### src/design/tcm_pkg.sv
// package: register map, fields and decoders of the mode block
package tcm_pkg;

    // register byte offsets
    localparam logic [7:0] MODE_OFS = 8'h00;
    localparam logic [7:0] ENABLE_OFS = 8'h04;
    localparam logic [7:0] CMP3_OFS = 8'h08;
    localparam logic [7:0] CAP4_OFS = 8'h0C;
    localparam logic [7:0] STATUS_OFS = 8'h10;

    // reset values
    localparam logic [15:0] MODE_RESET = 16'h0000;
    localparam logic [15:0] CMP_RESET = 16'h0000;
    localparam logic ENABLE_RESET = 1'b0;

    // enable register bit positions
    localparam int CH4_ENABLE_BIT = 12;
    localparam int CH3_ENABLE_BIT = 8;

    // status register bit positions
    localparam int STAT_LEVEL_BIT = 0;
    localparam int STAT_REF3_BIT = 1;
    localparam int STAT_PSC_LSB = 4;

    // filter base rates in MHz, crystal and rc
    localparam int PCLK_XTAL_MHZ = 12;
    localparam int PCLK_RC_MHZ = 6;

    // mode register, bit 15 first
    typedef struct packed {
        logic [3:0] ch4_input_filter;
        logic [1:0] ch4_capture_prescale;
        logic [1:0] ch4_direction_select;
        logic spare7;
        logic [2:0] ch3_compare_mode;
        logic ch3_compare_buffer_en;
        logic ch3_compare_fast_en;
        logic [1:0] ch3_direction_select;
    } tcm_mode_type;

    typedef enum logic [1:0] {
        DIR_OUTPUT = 2'b00,
        DIR_OWN_INPUT = 2'b01,
        DIR_NEIGHBOUR_INPUT = 2'b10,
        DIR_TRIGGER = 2'b11
    } tcm_dir_type;

    typedef enum logic [2:0] {
        OCM_FROZEN = 3'h0,
        OCM_SET_ON_MATCH = 3'h1,
        OCM_CLEAR_ON_MATCH = 3'h2,
        OCM_TOGGLE = 3'h3,
        OCM_FORCE_LOW = 3'h4,
        OCM_FORCE_HIGH = 3'h5,
        OCM_PWM1 = 3'h6,
        OCM_PWM2 = 3'h7
    } tcm_ocm_type;

    // filter setting: sample period 2**rate_shift, run length samples
    typedef struct packed {
        logic [2:0] rate_shift;
        logic [3:0] samples;
    } tcm_filter_type;

    function automatic tcm_filter_type tcm_filter_decode(input logic [3:0] code);
        tcm_filter_type f;
        f = '{rate_shift: 3'h0, samples: 4'h1};
        unique case (code)
            4'h0: f = '{rate_shift: 3'h0, samples: 4'h1};
            4'h1: f = '{rate_shift: 3'h0, samples: 4'h2};
            4'h2: f = '{rate_shift: 3'h0, samples: 4'h4};
            4'h3: f = '{rate_shift: 3'h1, samples: 4'h8};
            4'h4: f = '{rate_shift: 3'h1, samples: 4'h8};
            4'h5: f = '{rate_shift: 3'h1, samples: 4'h8};
            4'h6: f = '{rate_shift: 3'h2, samples: 4'h6};
            4'h7: f = '{rate_shift: 3'h2, samples: 4'h8};
            4'h8: f = '{rate_shift: 3'h3, samples: 4'h8};
            4'h9: f = '{rate_shift: 3'h3, samples: 4'h8};
            4'hA: f = '{rate_shift: 3'h4, samples: 4'h5};
            4'hB: f = '{rate_shift: 3'h4, samples: 4'h6};
            4'hC: f = '{rate_shift: 3'h5, samples: 4'h5};
            4'hD: f = '{rate_shift: 3'h5, samples: 4'h5};
            4'hE: f = '{rate_shift: 3'h5, samples: 4'h6};
            4'hF: f = '{rate_shift: 3'h5, samples: 4'h8};
        endcase
        return f;
    endfunction

endpackage

### src/design/tcm_input_filter.sv
// digital input filter: decimated sampling and run-length check
`timescale 1ns/10ps
`default_nettype none
module tcm_input_filter
    import tcm_pkg::*;
(
    // clock and reset
    input wire logic pclk,
    input wire logic presetn,
    // configuration
    input wire logic [3:0] filter_code,
    input wire logic active,
    // level in and qualified level out
    input wire logic level_in,
    output logic level_out
);
    import tcm_pkg::*;

    tcm_filter_type setting;
    logic [4:0] div_q;
    logic [4:0] div_mask;
    logic sample_en;
    logic [3:0] run_q;
    logic level_q;

    assign setting = tcm_filter_decode(filter_code);
    // pclk stands for the peripheral base rate [RQ8]
    assign div_mask = 5'((6'h01 << setting.rate_shift) - 6'h01);
    assign sample_en = (div_q & div_mask) == 5'h00;
    assign level_out = level_q;

    always_ff @(posedge pclk or negedge presetn)
    begin
        if (!presetn)
            div_q <= 5'h00;
        else
            div_q <= div_q + 5'h01;
    end

    // a new level needs samples equal samples in a row [RQ2]
    always_ff @(posedge pclk or negedge presetn)
    begin
        if (!presetn)
        begin
            run_q <= 4'h0;
            level_q <= 1'b0;
        end
        else if (!active)
        begin
            // no filtering as an output [RQ1]
            run_q <= 4'h0;
            level_q <= level_in;
        end
        else if (sample_en)
        begin
            if (level_in == level_q)
                run_q <= 4'h0;
            else if (run_q + 4'h1 >= setting.samples)
            begin
                level_q <= level_in;
                run_q <= 4'h0;
            end
            else
                run_q <= run_q + 4'h1;
        end
    end

endmodule
`default_nettype wire

### src/design/tcm_compare_ref.sv
// output compare reference generator for one channel
`timescale 1ns/10ps
`default_nettype none
module tcm_compare_ref
    import tcm_pkg::*;
#(
    parameter int CNT_W = 16
)
(
    // clock and reset
    input wire logic pclk,
    input wire logic presetn,
    // configuration
    input wire logic active,
    input wire tcm_pkg::tcm_ocm_type mode,
    input wire logic fast_en,
    // counter side
    input wire logic [CNT_W-1:0] count,
    input wire logic count_down,
    input wire logic [CNT_W-1:0] compare,
    input wire logic trigger_edge,
    // reference out
    output logic ref_out
);
    import tcm_pkg::*;

    logic ref_q;
    logic match;
    logic below;
    logic pwm;
    logic fast_hit;

    assign match = count == compare;
    assign below = count < compare;
    assign pwm = (mode == OCM_PWM1) || (mode == OCM_PWM2);
    // in pwm modes a trigger edge acts as a match [RQ19]
    assign fast_hit = fast_en && pwm && trigger_edge; // [RQ16]
    assign ref_out = ref_q;

    always_ff @(posedge pclk or negedge presetn)
    begin
        if (!presetn)
            ref_q <= 1'b0;
        else if (!active)
            ref_q <= ref_q; // held unless the channel is an output [RQ14]
        else if (fast_hit)
            ref_q <= 1'b1;
        else
        begin
            unique case (mode) // [RQ17]
                OCM_FROZEN: ref_q <= ref_q;
                OCM_SET_ON_MATCH: ref_q <= match ? 1'b1 : ref_q;
                OCM_CLEAR_ON_MATCH: ref_q <= match ? 1'b0 : ref_q;
                OCM_TOGGLE: ref_q <= match ? ~ref_q : ref_q;
                OCM_FORCE_LOW: ref_q <= 1'b0;
                OCM_FORCE_HIGH: ref_q <= 1'b1;
                OCM_PWM1: ref_q <= count_down ? (count <= compare) : below;
                OCM_PWM2: ref_q <= count_down ? below : ~below;
            endcase
        end
    end

endmodule
`default_nettype wire

### src/design/tcm_mode_ctrl.sv
// channel 3/4 capture-compare mode block
//
// Contract
// [RQ1] ch4 filter field is bits 15:12 and acts only when ch4 is an input.
// [RQ2] a new input level passes only after N consecutive equal samples.
// [RQ3] codes 0000/0001/0010: full clock, no filter, two and four samples.
// [RQ4] codes 0011 and 0100: half clock rate, eight samples.
// [RQ5] codes 0110 and 0111: quarter clock rate, six and eight samples.
// [RQ6] code 1000: eighth rate, eight; 1010/1011: sixteenth rate, five and six.
// [RQ7] codes 1100/1110/1111: thirty-second rate, five, six and eight samples.
// [RQ8] the filter base rate is the peripheral clock, 12 or 6 MHz.
// [RQ9] ch4 prescale bits 11:10 capture every 1, 2, 4 or 8 events.
// [RQ10] the prescaler acts only while ch4 is an input.
// [RQ11] ch4 direction bits 9:8: output, own input, or channel 3 input.
// [RQ12] direction 11 takes the internal trigger chosen by the slave mode setup.
// [RQ13] software changes ch4 direction only while the channel is disabled.
// [RQ14] ch3 compare mode bits 6:4 act only when ch3 direction is zero.
// [RQ15] bit 3 buffers the ch3 compare value when ch3 is an output.
// [RQ16] bit 2 is the ch3 fast enable, acting only for an output.
// [RQ17] compare modes: frozen, set, clear, toggle, force low/high, pwm 1, pwm 2.
// [RQ18] unbuffered writes hit the active compare; buffered ones load on update.
// [RQ19] fast enable in pwm modes makes a trigger edge act as a match.
// [RQ20] undocumented filter codes 0101, 1001, 1101 get defined settings.
//
// The APB slave port and the register offsets are this design's own decisions.
`timescale 1ns/10ps
`default_nettype none
module tcm_mode_ctrl
    import tcm_pkg::*;
#(
    parameter int CNT_W = 16
)
(
    // clock and reset
    input wire logic pclk,
    input wire logic presetn,
    // apb slave
    input wire logic psel,
    input wire logic penable,
    input wire logic pwrite,
    input wire logic [7:0] paddr,
    input wire logic [31:0] pwdata,
    output logic [31:0] prdata,
    output logic pready,
    output logic pslverr,
    // timer pins, asynchronous
    input wire logic timer_input_three,
    input wire logic timer_input_four,
    // counter side, same clock
    input wire logic internal_trigger_input,
    input wire logic [CNT_W-1:0] counter_value,
    input wire logic counter_down,
    input wire logic timer_update_event,
    // channel results
    output logic ch4_capture_strobe,
    output logic [CNT_W-1:0] ch4_capture_value,
    output logic ch3_output_reference
);
    import tcm_pkg::*;

    localparam int NPIN = 2;

    // register state
    logic [15:0] mode_q;
    tcm_mode_type mode;
    logic ch4_channel_enable_q;
    logic ch3_channel_enable_q;
    logic [CNT_W-1:0] cmp3_buffer_q;
    logic [CNT_W-1:0] cmp3_active_q;
    logic [CNT_W-1:0] cap4_q;
    logic cap_strobe_q;

    // bus decode
    logic wr_en;
    logic rd_en;
    logic addr_hit;
    logic [31:0] rd_data;

    // input path
    logic [NPIN-1:0] pin_raw;
    logic [NPIN-1:0] pin_level;
    logic ch4_source;
    logic ch4_is_input;
    logic ch3_is_output;
    logic filt_level;
    logic filt_prev_q;
    logic in_edge;
    logic [2:0] psc_cnt_q;
    logic [2:0] psc_limit;
    logic trig_prev_q;
    logic trig_edge;
    logic ref3;

    assign mode = tcm_mode_type'(mode_q);
    // ch4 is an input for any nonzero direction code [RQ1]
    assign ch4_is_input = mode.ch4_direction_select != DIR_OUTPUT;
    assign ch3_is_output = mode.ch3_direction_select == DIR_OUTPUT;

    // apb: zero wait states, error on an unmapped offset
    assign pready = 1'b1;
    assign addr_hit = (paddr == MODE_OFS) || (paddr == ENABLE_OFS) || (paddr == CMP3_OFS) ||
        (paddr == CAP4_OFS) || (paddr == STATUS_OFS);
    assign pslverr = psel && penable && !addr_hit;
    assign wr_en = psel && penable && pwrite && addr_hit;
    assign rd_en = psel && !penable && !pwrite;

    // direction writes are not blocked: software keeps ch4 off [RQ13]
    always_ff @(posedge pclk or negedge presetn)
    begin
        if (!presetn)
            mode_q <= MODE_RESET;
        else if (wr_en && paddr == MODE_OFS)
            mode_q <= pwdata[15:0]; // [RQ11] [RQ9] [RQ14] [RQ15] [RQ16]
    end

    always_ff @(posedge pclk or negedge presetn)
    begin
        if (!presetn)
        begin
            ch4_channel_enable_q <= ENABLE_RESET;
            ch3_channel_enable_q <= ENABLE_RESET;
        end
        else if (wr_en && paddr == ENABLE_OFS)
        begin
            ch4_channel_enable_q <= pwdata[CH4_ENABLE_BIT];
            ch3_channel_enable_q <= pwdata[CH3_ENABLE_BIT];
        end
    end

    // compare value: direct, or from the buffer at update events [RQ18]
    always_ff @(posedge pclk or negedge presetn)
    begin
        if (!presetn)
            cmp3_buffer_q <= CMP_RESET[CNT_W-1:0];
        else if (wr_en && paddr == CMP3_OFS)
            cmp3_buffer_q <= pwdata[CNT_W-1:0];
    end

    always_ff @(posedge pclk or negedge presetn)
    begin
        if (!presetn)
            cmp3_active_q <= CMP_RESET[CNT_W-1:0];
        else if (!(mode.ch3_compare_buffer_en && ch3_is_output))
        begin
            // unbuffered: writes land at once [RQ15]
            if (wr_en && paddr == CMP3_OFS)
                cmp3_active_q <= pwdata[CNT_W-1:0];
            else
                cmp3_active_q <= cmp3_buffer_q;
        end
        else if (timer_update_event)
            cmp3_active_q <= cmp3_buffer_q; // [RQ18]
    end

    // read mux, registered in setup so prdata comes from flops
    always_comb
    begin
        rd_data = 32'h0000_0000;
        unique case (paddr)
            MODE_OFS: rd_data = {16'h0000, mode_q};
            ENABLE_OFS:
            begin
                rd_data[CH4_ENABLE_BIT] = ch4_channel_enable_q;
                rd_data[CH3_ENABLE_BIT] = ch3_channel_enable_q;
            end
            CMP3_OFS: rd_data[CNT_W-1:0] = cmp3_buffer_q;
            CAP4_OFS: rd_data[CNT_W-1:0] = cap4_q;
            STATUS_OFS:
            begin
                rd_data[STAT_LEVEL_BIT] = filt_level;
                rd_data[STAT_REF3_BIT] = ref3;
                rd_data[STAT_PSC_LSB +: 3] = psc_cnt_q;
            end
            default: rd_data = 32'h0000_0000;
        endcase
    end

    always_ff @(posedge pclk or negedge presetn)
    begin
        if (!presetn)
            prdata <= 32'h0000_0000;
        else if (rd_en)
            prdata <= rd_data;
    end

    // three-stage pin sync; a change counts once stages two and three agree
    assign pin_raw = {timer_input_three, timer_input_four};
    genvar gi;
    generate
        for (gi = 0; gi < NPIN; gi++)
        begin : g_sync
            logic [2:0] sync_q;
            logic agreed_q;
            always_ff @(posedge pclk or negedge presetn)
            begin
                if (!presetn)
                    sync_q <= 3'h0;
                else
                    sync_q <= {sync_q[1:0], pin_raw[gi]};
            end
            always_ff @(posedge pclk or negedge presetn)
            begin
                if (!presetn)
                    agreed_q <= 1'b0;
                else if (sync_q[1] == sync_q[2])
                    agreed_q <= sync_q[2];
            end
            assign pin_level[gi] = agreed_q;
        end
    endgenerate

    // ch4 source: pin_level[1] is pin three, pin_level[0] pin four
    always_comb
    begin
        unique case (tcm_dir_type'(mode.ch4_direction_select))
            DIR_OUTPUT: ch4_source = 1'b0;
            DIR_OWN_INPUT: ch4_source = pin_level[0]; // [RQ11]
            DIR_NEIGHBOUR_INPUT: ch4_source = pin_level[1]; // [RQ11]
            // trigger is on pclk already [RQ12]
            DIR_TRIGGER: ch4_source = internal_trigger_input;
        endcase
    end

    // filter table covers all sixteen codes [RQ3] [RQ4] [RQ5]
    tcm_input_filter u_filter (
        .pclk(pclk),
        .presetn(presetn),
        .filter_code(mode.ch4_input_filter), // [RQ6] [RQ7] [RQ20]
        .active(ch4_is_input),
        .level_in(ch4_source),
        .level_out(filt_level)
    );

    // rising edge of the qualified level
    always_ff @(posedge pclk or negedge presetn)
    begin
        if (!presetn)
            filt_prev_q <= 1'b0;
        else
            filt_prev_q <= filt_level;
    end

    assign in_edge = filt_level && !filt_prev_q && ch4_is_input && ch4_channel_enable_q;

    // capture prescaler: events needed minus one
    always_comb
    begin
        unique case (mode.ch4_capture_prescale) // [RQ9]
            2'b00: psc_limit = 3'h0;
            2'b01: psc_limit = 3'h1;
            2'b10: psc_limit = 3'h3;
            2'b11: psc_limit = 3'h7;
        endcase
    end

    always_ff @(posedge pclk or negedge presetn)
    begin
        if (!presetn)
            psc_cnt_q <= 3'h0;
        else if (!ch4_is_input || !ch4_channel_enable_q)
            psc_cnt_q <= 3'h0; // idle as an output [RQ10]
        else if (in_edge)
            psc_cnt_q <= (psc_cnt_q >= psc_limit) ? 3'h0 : psc_cnt_q + 3'h1;
    end

    // capture on the qualifying event
    always_ff @(posedge pclk or negedge presetn)
    begin
        if (!presetn)
        begin
            cap4_q <= '0;
            cap_strobe_q <= 1'b0;
        end
        else
        begin
            cap_strobe_q <= in_edge && psc_cnt_q >= psc_limit; // [RQ9]
            if (in_edge && psc_cnt_q >= psc_limit)
                cap4_q <= counter_value;
        end
    end

    assign ch4_capture_strobe = cap_strobe_q;
    assign ch4_capture_value = cap4_q;

    // trigger edge for the fast compare path
    always_ff @(posedge pclk or negedge presetn)
    begin
        if (!presetn)
            trig_prev_q <= 1'b0;
        else
            trig_prev_q <= internal_trigger_input;
    end

    assign trig_edge = internal_trigger_input && !trig_prev_q;

    // ch3 reference; one flop keeps the trigger path short
    tcm_compare_ref #(
        .CNT_W(CNT_W)
    ) u_cmp3 (
        .pclk(pclk),
        .presetn(presetn),
        .active(ch3_is_output), // [RQ14]
        .mode(tcm_ocm_type'(mode.ch3_compare_mode)),
        .fast_en(mode.ch3_compare_fast_en && ch3_is_output), // [RQ16] [RQ19]
        .count(counter_value),
        .count_down(counter_down),
        .compare(cmp3_active_q),
        .trigger_edge(trig_edge),
        .ref_out(ref3)
    );

    assign ch3_output_reference = ref3;

endmodule
`default_nettype wire

### config.mk
export PLATFORM = sky130hd
export DESIGN_NAME = tcm_mode_ctrl
export DESIGN_NICKNAME = d
export VERILOG_FILES = /design/src/design/tcm_pkg.sv /design/src/design/tcm_input_filter.sv /design/src/design/tcm_compare_ref.sv /design/src/design/tcm_mode_ctrl.sv
export SDC_FILE = /design/constraint.sdc
export NUM_CORES = 1
export LEC_CHECK = 0
export BUFFER_PORTS_ARGS = -buffer_cell sky130_fd_sc_hd__buf_2
export CORE_UTILIZATION = 35
export CTS_CLUSTER_DIAMETER = 200
export DETAILED_ROUTE_END_ITERATION = 10
export SKIP_LAST_GASP = 1
export SYNTH_ARGS = -nofsm -noshare
export SYNTH_HDL_FRONTEND = slang
export SYNTH_SLANG_ARGS = --single-unit
export TNS_END_PERCENT = 20
### constraint.sdc
create_clock -name pclk -period 5.6 [get_ports pclk]
set_clock_uncertainty 0.1 [all_clocks]
set_input_delay 0.56 -clock pclk [delete_from_list [all_inputs] [get_ports pclk]]
set_output_delay 0.56 -clock pclk [all_outputs]
set_load 0.01 [all_outputs]
==> summary.txt, run 1 <==
Status
  – Status: finished clean

Global route
  – Overall routing resource usage: 18.1%
  – Initial antenna violation count: 0
  – Vias in the first global route: 4,111
  – Largest net degree at the start of global routing: 65
  – Congestion Overflow GR: 0
  – First-pass GRT wire length: 22,100 um

CTS
  – Root buf cell: clkbuf_16
  – Clock-pin slew on the worst setup and hold paths: 70 ps
  – Cts hold-fix bufs: 0
  – Max H-tree Level: 3
  – Post-CTS sizing: 0
  – CTS sink count: 107
  – Clk buf depth: 2
  – CTS Buf Count: 9
  – Clk Latency, worst-skew pair: 350 ps
  – TritonCTS clock tree: built
  – Post CTS Setup Buffer Count: 0

Timing
  – Post-route clock period utilization: 54.0%
  – RSZ-0062 raised after global routing: false
  – Slew Viols, Final: 0
  – Least-Margin Pin Slew: 970 ps
  – Setup TNS: 0 ps
  – Post-layout min period: 3020 ps
  – Slew HR: 35.3%
  – Final setup viols: 0
  – Fin. Hold Viols: 0
  – Final worst setup slack: 2580 ps
  – Max Clock Freq: 0.331 GHz

Power and ir drop
  – VDD IR max: 0.000123 V
  – Total power: 1550 uW
  – P_leak: 0.00305 uW
  – Pwr dens: 247 mW/mm^2

Yosys
  – Cells after synthesis: 499
  – Top post-synthesis cells by area: dfrtp_1 (49%), mux2_2 (8.9%), ha_1 (6.2%)
  – Synth Register Bits: 107
  – Count of cell types in the netlist: 50
  – Post-synth EDFFs: 0
  – Post-synth top area cell: dfrtp_1
  – Top cells by count, synth: dfrtp_1 (107), mux2_2 (43), nand2_1 (37)
  – Yosys top cell area share: 49.0%
  – Syn Area/Cell: 11.0 um^2
  – Register area share after synthesis: 49.0%
  – Main synth FF type: dfrtp_1
  – Syn. warnings: 0
  – Netlist Area Pre-Place: 0.00547 mm^2
  – Top-count cell post-synth: dfrtp_1
  – Asr flop ratio synth: 100%

Route
  – Drt via density: 5.29
  – Post-route ant nets: 0
  – First DRT Iteration DRCs: 286
  – # DRC: 0
  – Vias after detailed routing: 4,054
  – WL/cell: 18.1 um
  – Drt pass-1 iters: 7
  – Final WL: 13,900 um

Worst setup path
  – WP buf/inv: 1
  – Cells along the critical path: buf_2 > or4_4 > nor3_4 > and3_1 > nand3_2 > o22ai_1 > a21oi_1
  – Critical Path Fanout Max: 32
  – Largest stage delay, worst path: 620 ps
  – CP top delay family: simple AND/OR/NAND/NOR gates
  – Critical path's slowest cell: nand3_2
  – Crit. End Element: register
  – CP startpoint kind: input pin
  – Setup CP Type: input pin to register
  – Req. time, crit path: 5690 ps
  – Crit path DAT: 3120 ps

Place
  – Gpl congestion: 0.804
  – Post-DP HPWL: 10,300 um
  – DP Worst Slack: 2260 ps
  – # port buffers: 84
  – Placed cell count: 750

Finish
  – Share of cells above drive strength 1: 28.2%
  – Multi-input logic area: 0.00250 mm^2
  – Nets@finish: 666
  – Diodes inserted: 0
  – Seq. cell area: 0.00268 mm^2
  – Post-Route Utilization: 41.2%
  – Final Non-Filler Cells: 766
  – Fillers: 1,480
  – Layout area overhead: 14.6%

Run
  – Max Cap Violations: 0

Floorplan
  – I/O Pins: 118
  – Die X: 127 um
  – Site row count: 45
  – Initial core utilization: 36.0%
  – Die area: 0.0161 mm^2
  – Die Span Y: 127 um
  – Core Region: 0.0152 mm^2

Hold path
  – Hold Path Class: input pin to asynchronous set/reset pin
==> worst reg2reg max path: stages (launching register included) <==
cell,delay [ps]
dfrtp_1,430
or2_2,310
ha_1,270
nand2b_1,140
a21oi_1,190
o21ai_0,100
nand2_1,700
mux2_2,420
==> cell type report <==
class                   count  share of cell area (%)
inverters                  33                    1.98
clock inverters             1                  0.0798
multi-input cells         336                    39.9
flip-flops and latches    107                    42.7
well taps                 188                    3.75
repair buffers             86                    6.99
clock buffers              15                    4.59
==> sequential cells by signal (all words and copies together) (netlist names), 2 cells and up <==
name and count:
ch4_capture_value 16, cmp3_active_q 16, cmp3_buffer_q 16, mode 16, prdata 16, g_sync.sync_q 6, u_filter.div_q 5, u_filter.run_q 4
psc_cnt_q 3, g_sync.agreed_q 2
==> routing by layer <==
| metal | global-route usage [%] | wire [um] | vias up |
|---|---|---|---|
| met2 | 29.1 | 6500 | 126 |
| met5 | 0 | 0 | - |
| li1 | - | - | 1898 |
| met3 | 2.93 | 676 | 22 |
| met4 | 7.49 | 307 | 0 |
| met1 | 24.5 | 6380 | 2008 |
==> cells in the final DEF (no fill, tap or decap), drive strengths merged, types with 2 or more instances in the layout <==
| cell | instances |
|---|---|
| buf | 86 |
| nor2 | 31 |
| nand4 | 4 |
| inv | 33 |
| mux4 | 2 |
| xor2 | 2 |
| or2 | 2 |
| o22ai | 17 |
| nand3 | 9 |
| conb | 17 |
| clkbuf | 15 |
| a22o | 17 |
| a222oi | 5 |
| o211ai | 3 |
| nand2 | 38 |
| xnor2 | 7 |
| maj3 | 2 |
| nor3 | 3 |
| dfrtp | 107 |
| nand2b | 4 |
| mux2 | 53 |
| nand3b | 2 |
| and3 | 3 |
| o21ai | 31 |
| a211oi | 3 |
| nor3b | 3 |
| mux2i | 10 |
| a21oi | 28 |
| ha | 27 |
==> kinds of logic after synthesis <==
kind of cell	after synthesis	share of synthesized area, %
multiplexers	65	14.3
other	2	0.137
XOR/XNOR	9	1.44
adder cells (fa/ha/maj)	29	6.54
AND/OR/NAND/NOR	106	9.61
flip-flops	107	49.0
AO/OA/AOI/OAI	110	12.7
buffers and inverters	71	6.32
==> final timing paths <==
check                           depth (start not counted)  slack [ps]                           from                           endpoint
worst min-delay path                                    1         210                        presetn   ch4_capture_value[0]$_DFFE_PN0P_
min in group pclk                                       1         210              timer_input_three      g_sync[1].sync_q[0]$_DFF_PN0_
worst max-delay path                                    7        2580                       paddr[5]       cmp3_active_q[9]$_DFFE_PN0P_
worst max register to register                          7        2830           mode[11]$_DFFE_PN0P_  ch4_capture_value[11]$_DFFE_PN0P_
worst min register to register                          0         250  g_sync[1].sync_q[0]$_DFF_PN0_      g_sync[1].sync_q[1]$_DFF_PN0_
max in group asynchronous                               2        4090                        presetn               mode[15]$_DFFE_PN0P_
==> report_power, final <==
part / total, uW / internal [uW] / leakage (uW) / switching (uW)
Sequential: 803 / 789 / 0.00142 / 14.0
Clock: 620 / 350 / 0.000146 / 269
Combinational: 122 / 47.6 / 0.00148 / 74.8
==> stage by stage <==
step	hold WS, ps	instance area [um^2]
global placement	234	5980
CTS	201	6270
global route	213	6270
floorplan	164	5520
detailed placement	236	5980
finish	210	6270
Power figures use the tool's default switching activity.
==> inputs of run 2 (changes only) <==
- clock period: 5.6 -> 2.45 ns (I/O delays scaled with it)
==> summary.txt, run 2 (synthesis results as in run 1) <==
Global route
  – Vias in the first global route: 4,097
  – First-pass GRT wire length: 22,100 um
  – Largest net degree at the start of global routing: 62
  – Initial antenna violation count: 1
  – Overall routing resource usage: 18.2%
  – Congestion Overflow GR: 0

Timing
  – Setup TNS: 0 ps
  – Max Clock Freq: 0.430 GHz
  – Least-Margin Pin Slew: 611 ps
  – Post-layout min period: 2330 ps
  – Hold slack: 46.3 ps
  – Slew HR: 59.3%
  – Fin. Hold Viols: 0
  – Final setup viols: 0
  – Slew Viols, Final: 0
  – Post-route clock period utilization: 95.0%

Floorplan
  – Die Span Y: 127 um
  – Initial core utilization: 36.0%
  – I/O Pins: 118
  – Site row count: 45
  – Die area: 0.0161 mm^2
  – Core Region: 0.0152 mm^2
  – Die X: 127 um

Place
  – Placed cell count: 766
  – Gpl congestion: 0.862
  – # port buffers: 84
  – Dpl cell area: 0.00612 mm^2
  – Post-DP HPWL: 10,500 um

Worst setup path
  – CP startpoint kind: register
  – Crit path DAT: 2470 ps
  – Req. time, crit path: 2590 ps
  – Crit. End Element: register
  – Critical Path Fanout Max: 8
  – Reg2reg start: mode[13]$_DFFE_PN0P_
  – FF-to-FF path depth: 9
  – Start point of the critical path: mode[13]$_DFFE_PN0P_
  – Setup CP Type: register to register

Run
  – Max Cap Violations: 0

Finish
  – Share of cells above drive strength 1: 31.1%
  – Nets@finish: 686
  – Fillers: 1,457
  – Final Non-Filler Cells: 787
  – Final Cell Area: 0.00649 mm^2
  – Post-Route Utilization: 42.7%
  – Most frequent cells in the layout: dfrtp_1 (105), buf_2 (83), mux2_2 (43), nand2_1 (37), inv_1 (33)
  – Commonest non-fill, non-tap cell in the layout: dfrtp_1
  – Layout area overhead: 18.6%

Route
  – WL/cell: 17.8 um
  – # DRC: 0
  – Final WL: 14,000 um
  – Drt pass-1 iters: 7
  – First DRT Iteration DRCs: 290
  – Vias after detailed routing: 4,098
  – Post-route ant nets: 0
  – Drt via density: 5.21

Hold path
  – Hold Path Class: input pin to register
  – Hold Crit Start: counter_value[3]
  – Hold Path Cell Cnt: 2

CTS
  – CTS sink count: 107
  – Clk buf depth: 2
  – Clock-pin slew on the worst setup and hold paths: 70 ps
  – Post CTS Setup Buffer Count: 0
  – Root buf cell: clkbuf_16
  – Clk Latency, worst-skew pair: 350 ps
  – CTS Buf Count: 9
  – TritonCTS clock tree: built
  – Max H-tree Level: 3

Power and ir drop
  – VDD IR max: 0.000339 V
  – Pwr dens: 554 mW/mm^2
  – P_leak: 0.00315 uW

Status
  – Status: finished clean
==> run 2: final timing paths <==
| path | to | slack [ps] |
|---|---|---|
| worst max-delay path | u_filter.level_out$_DFFE_PN0P_ | 120 |
| worst min-delay path | ch4_capture_value[3]$_DFFE_PN0P_ | 50 |
| worst max register to register | u_filter.level_out$_DFFE_PN0P_ | 120 |
| worst min register to register | g_sync[0].sync_q[1]$_DFF_PN0_ | 260 |
| max in group asynchronous | cmp3_active_q[9]$_DFFE_PN0P_ | 1170 |
| min in group asynchronous | prdata[1]$_DFFE_PN0P_ | 340 |
==> run 2: final cells by class <==
type                       instances  area [um^2]  share of cell area (%)
clock inverter                     5         52.6                   0.810
sequential                       107         2680                    41.3
clock buffer                      11          243                    3.74
antenna                            1         2.50                  0.0386
inverter                          33          124                    1.91
timing repair buffer             106          623                    9.60
multi-input combinational        336         2530                    39.0
tap                              188          235                    3.63
==> run 2: what timing repair did <==
action | in CTS | in global routing
hold buffers | 4 | 0
gates cloned | 0 | 0
endpoints found under the setup margin | 4 | 5
hold endpoints to repair | 49 | 0
pin swaps | 0 | 0
resized for setup | 1 | 6
==> run 2: worst max-delay path, cell delays in order (launching register included) <==
cell	delay, ps
dfrtp_2	460
buf_4	160
mux2i_1	140
nand2_1	90
ha_1	270
inv_1	50
a221oi_2	290
a21oi_2	160
nor2_1	140
mux2_2	340
==> run 2: power breakdown <==
group          total (uW)  switching, uW  leakage [uW]  internal, uW
Combinational         297            176       0.00159           121
Clock                1460            647      0.000145           816
Sequential           1830           30.9       0.00142          1800
==> run 2: per-layer routing <==
| layer | up-vias | track usage, % | routed length (um) | part of all wire, % |
|---|---|---|---|---|
| met4 | 0 | 8.05 | 353 | 2.5 |
| met1 | 2005 | 25.0 | 6560 | 47 |
| met3 | 21 | 2.39 | 676 | 4.8 |
| li1 | 1935 | - | - | - |
| met5 | - | 0 | 0 | 0 |
| met2 | 137 | 28.7 | 6390 | 46 |
==> run 2: per-stage QoR <==
stage          setup WS (ps)  total power [uW]
2_1_floorplan            104              2020
5_1_grt                -70.9              3740
3_3_place_gp            57.6              2150
3_5_place_dp           -76.1              2160
4_1_cts               -0.904              3630
6_report                 123              3590
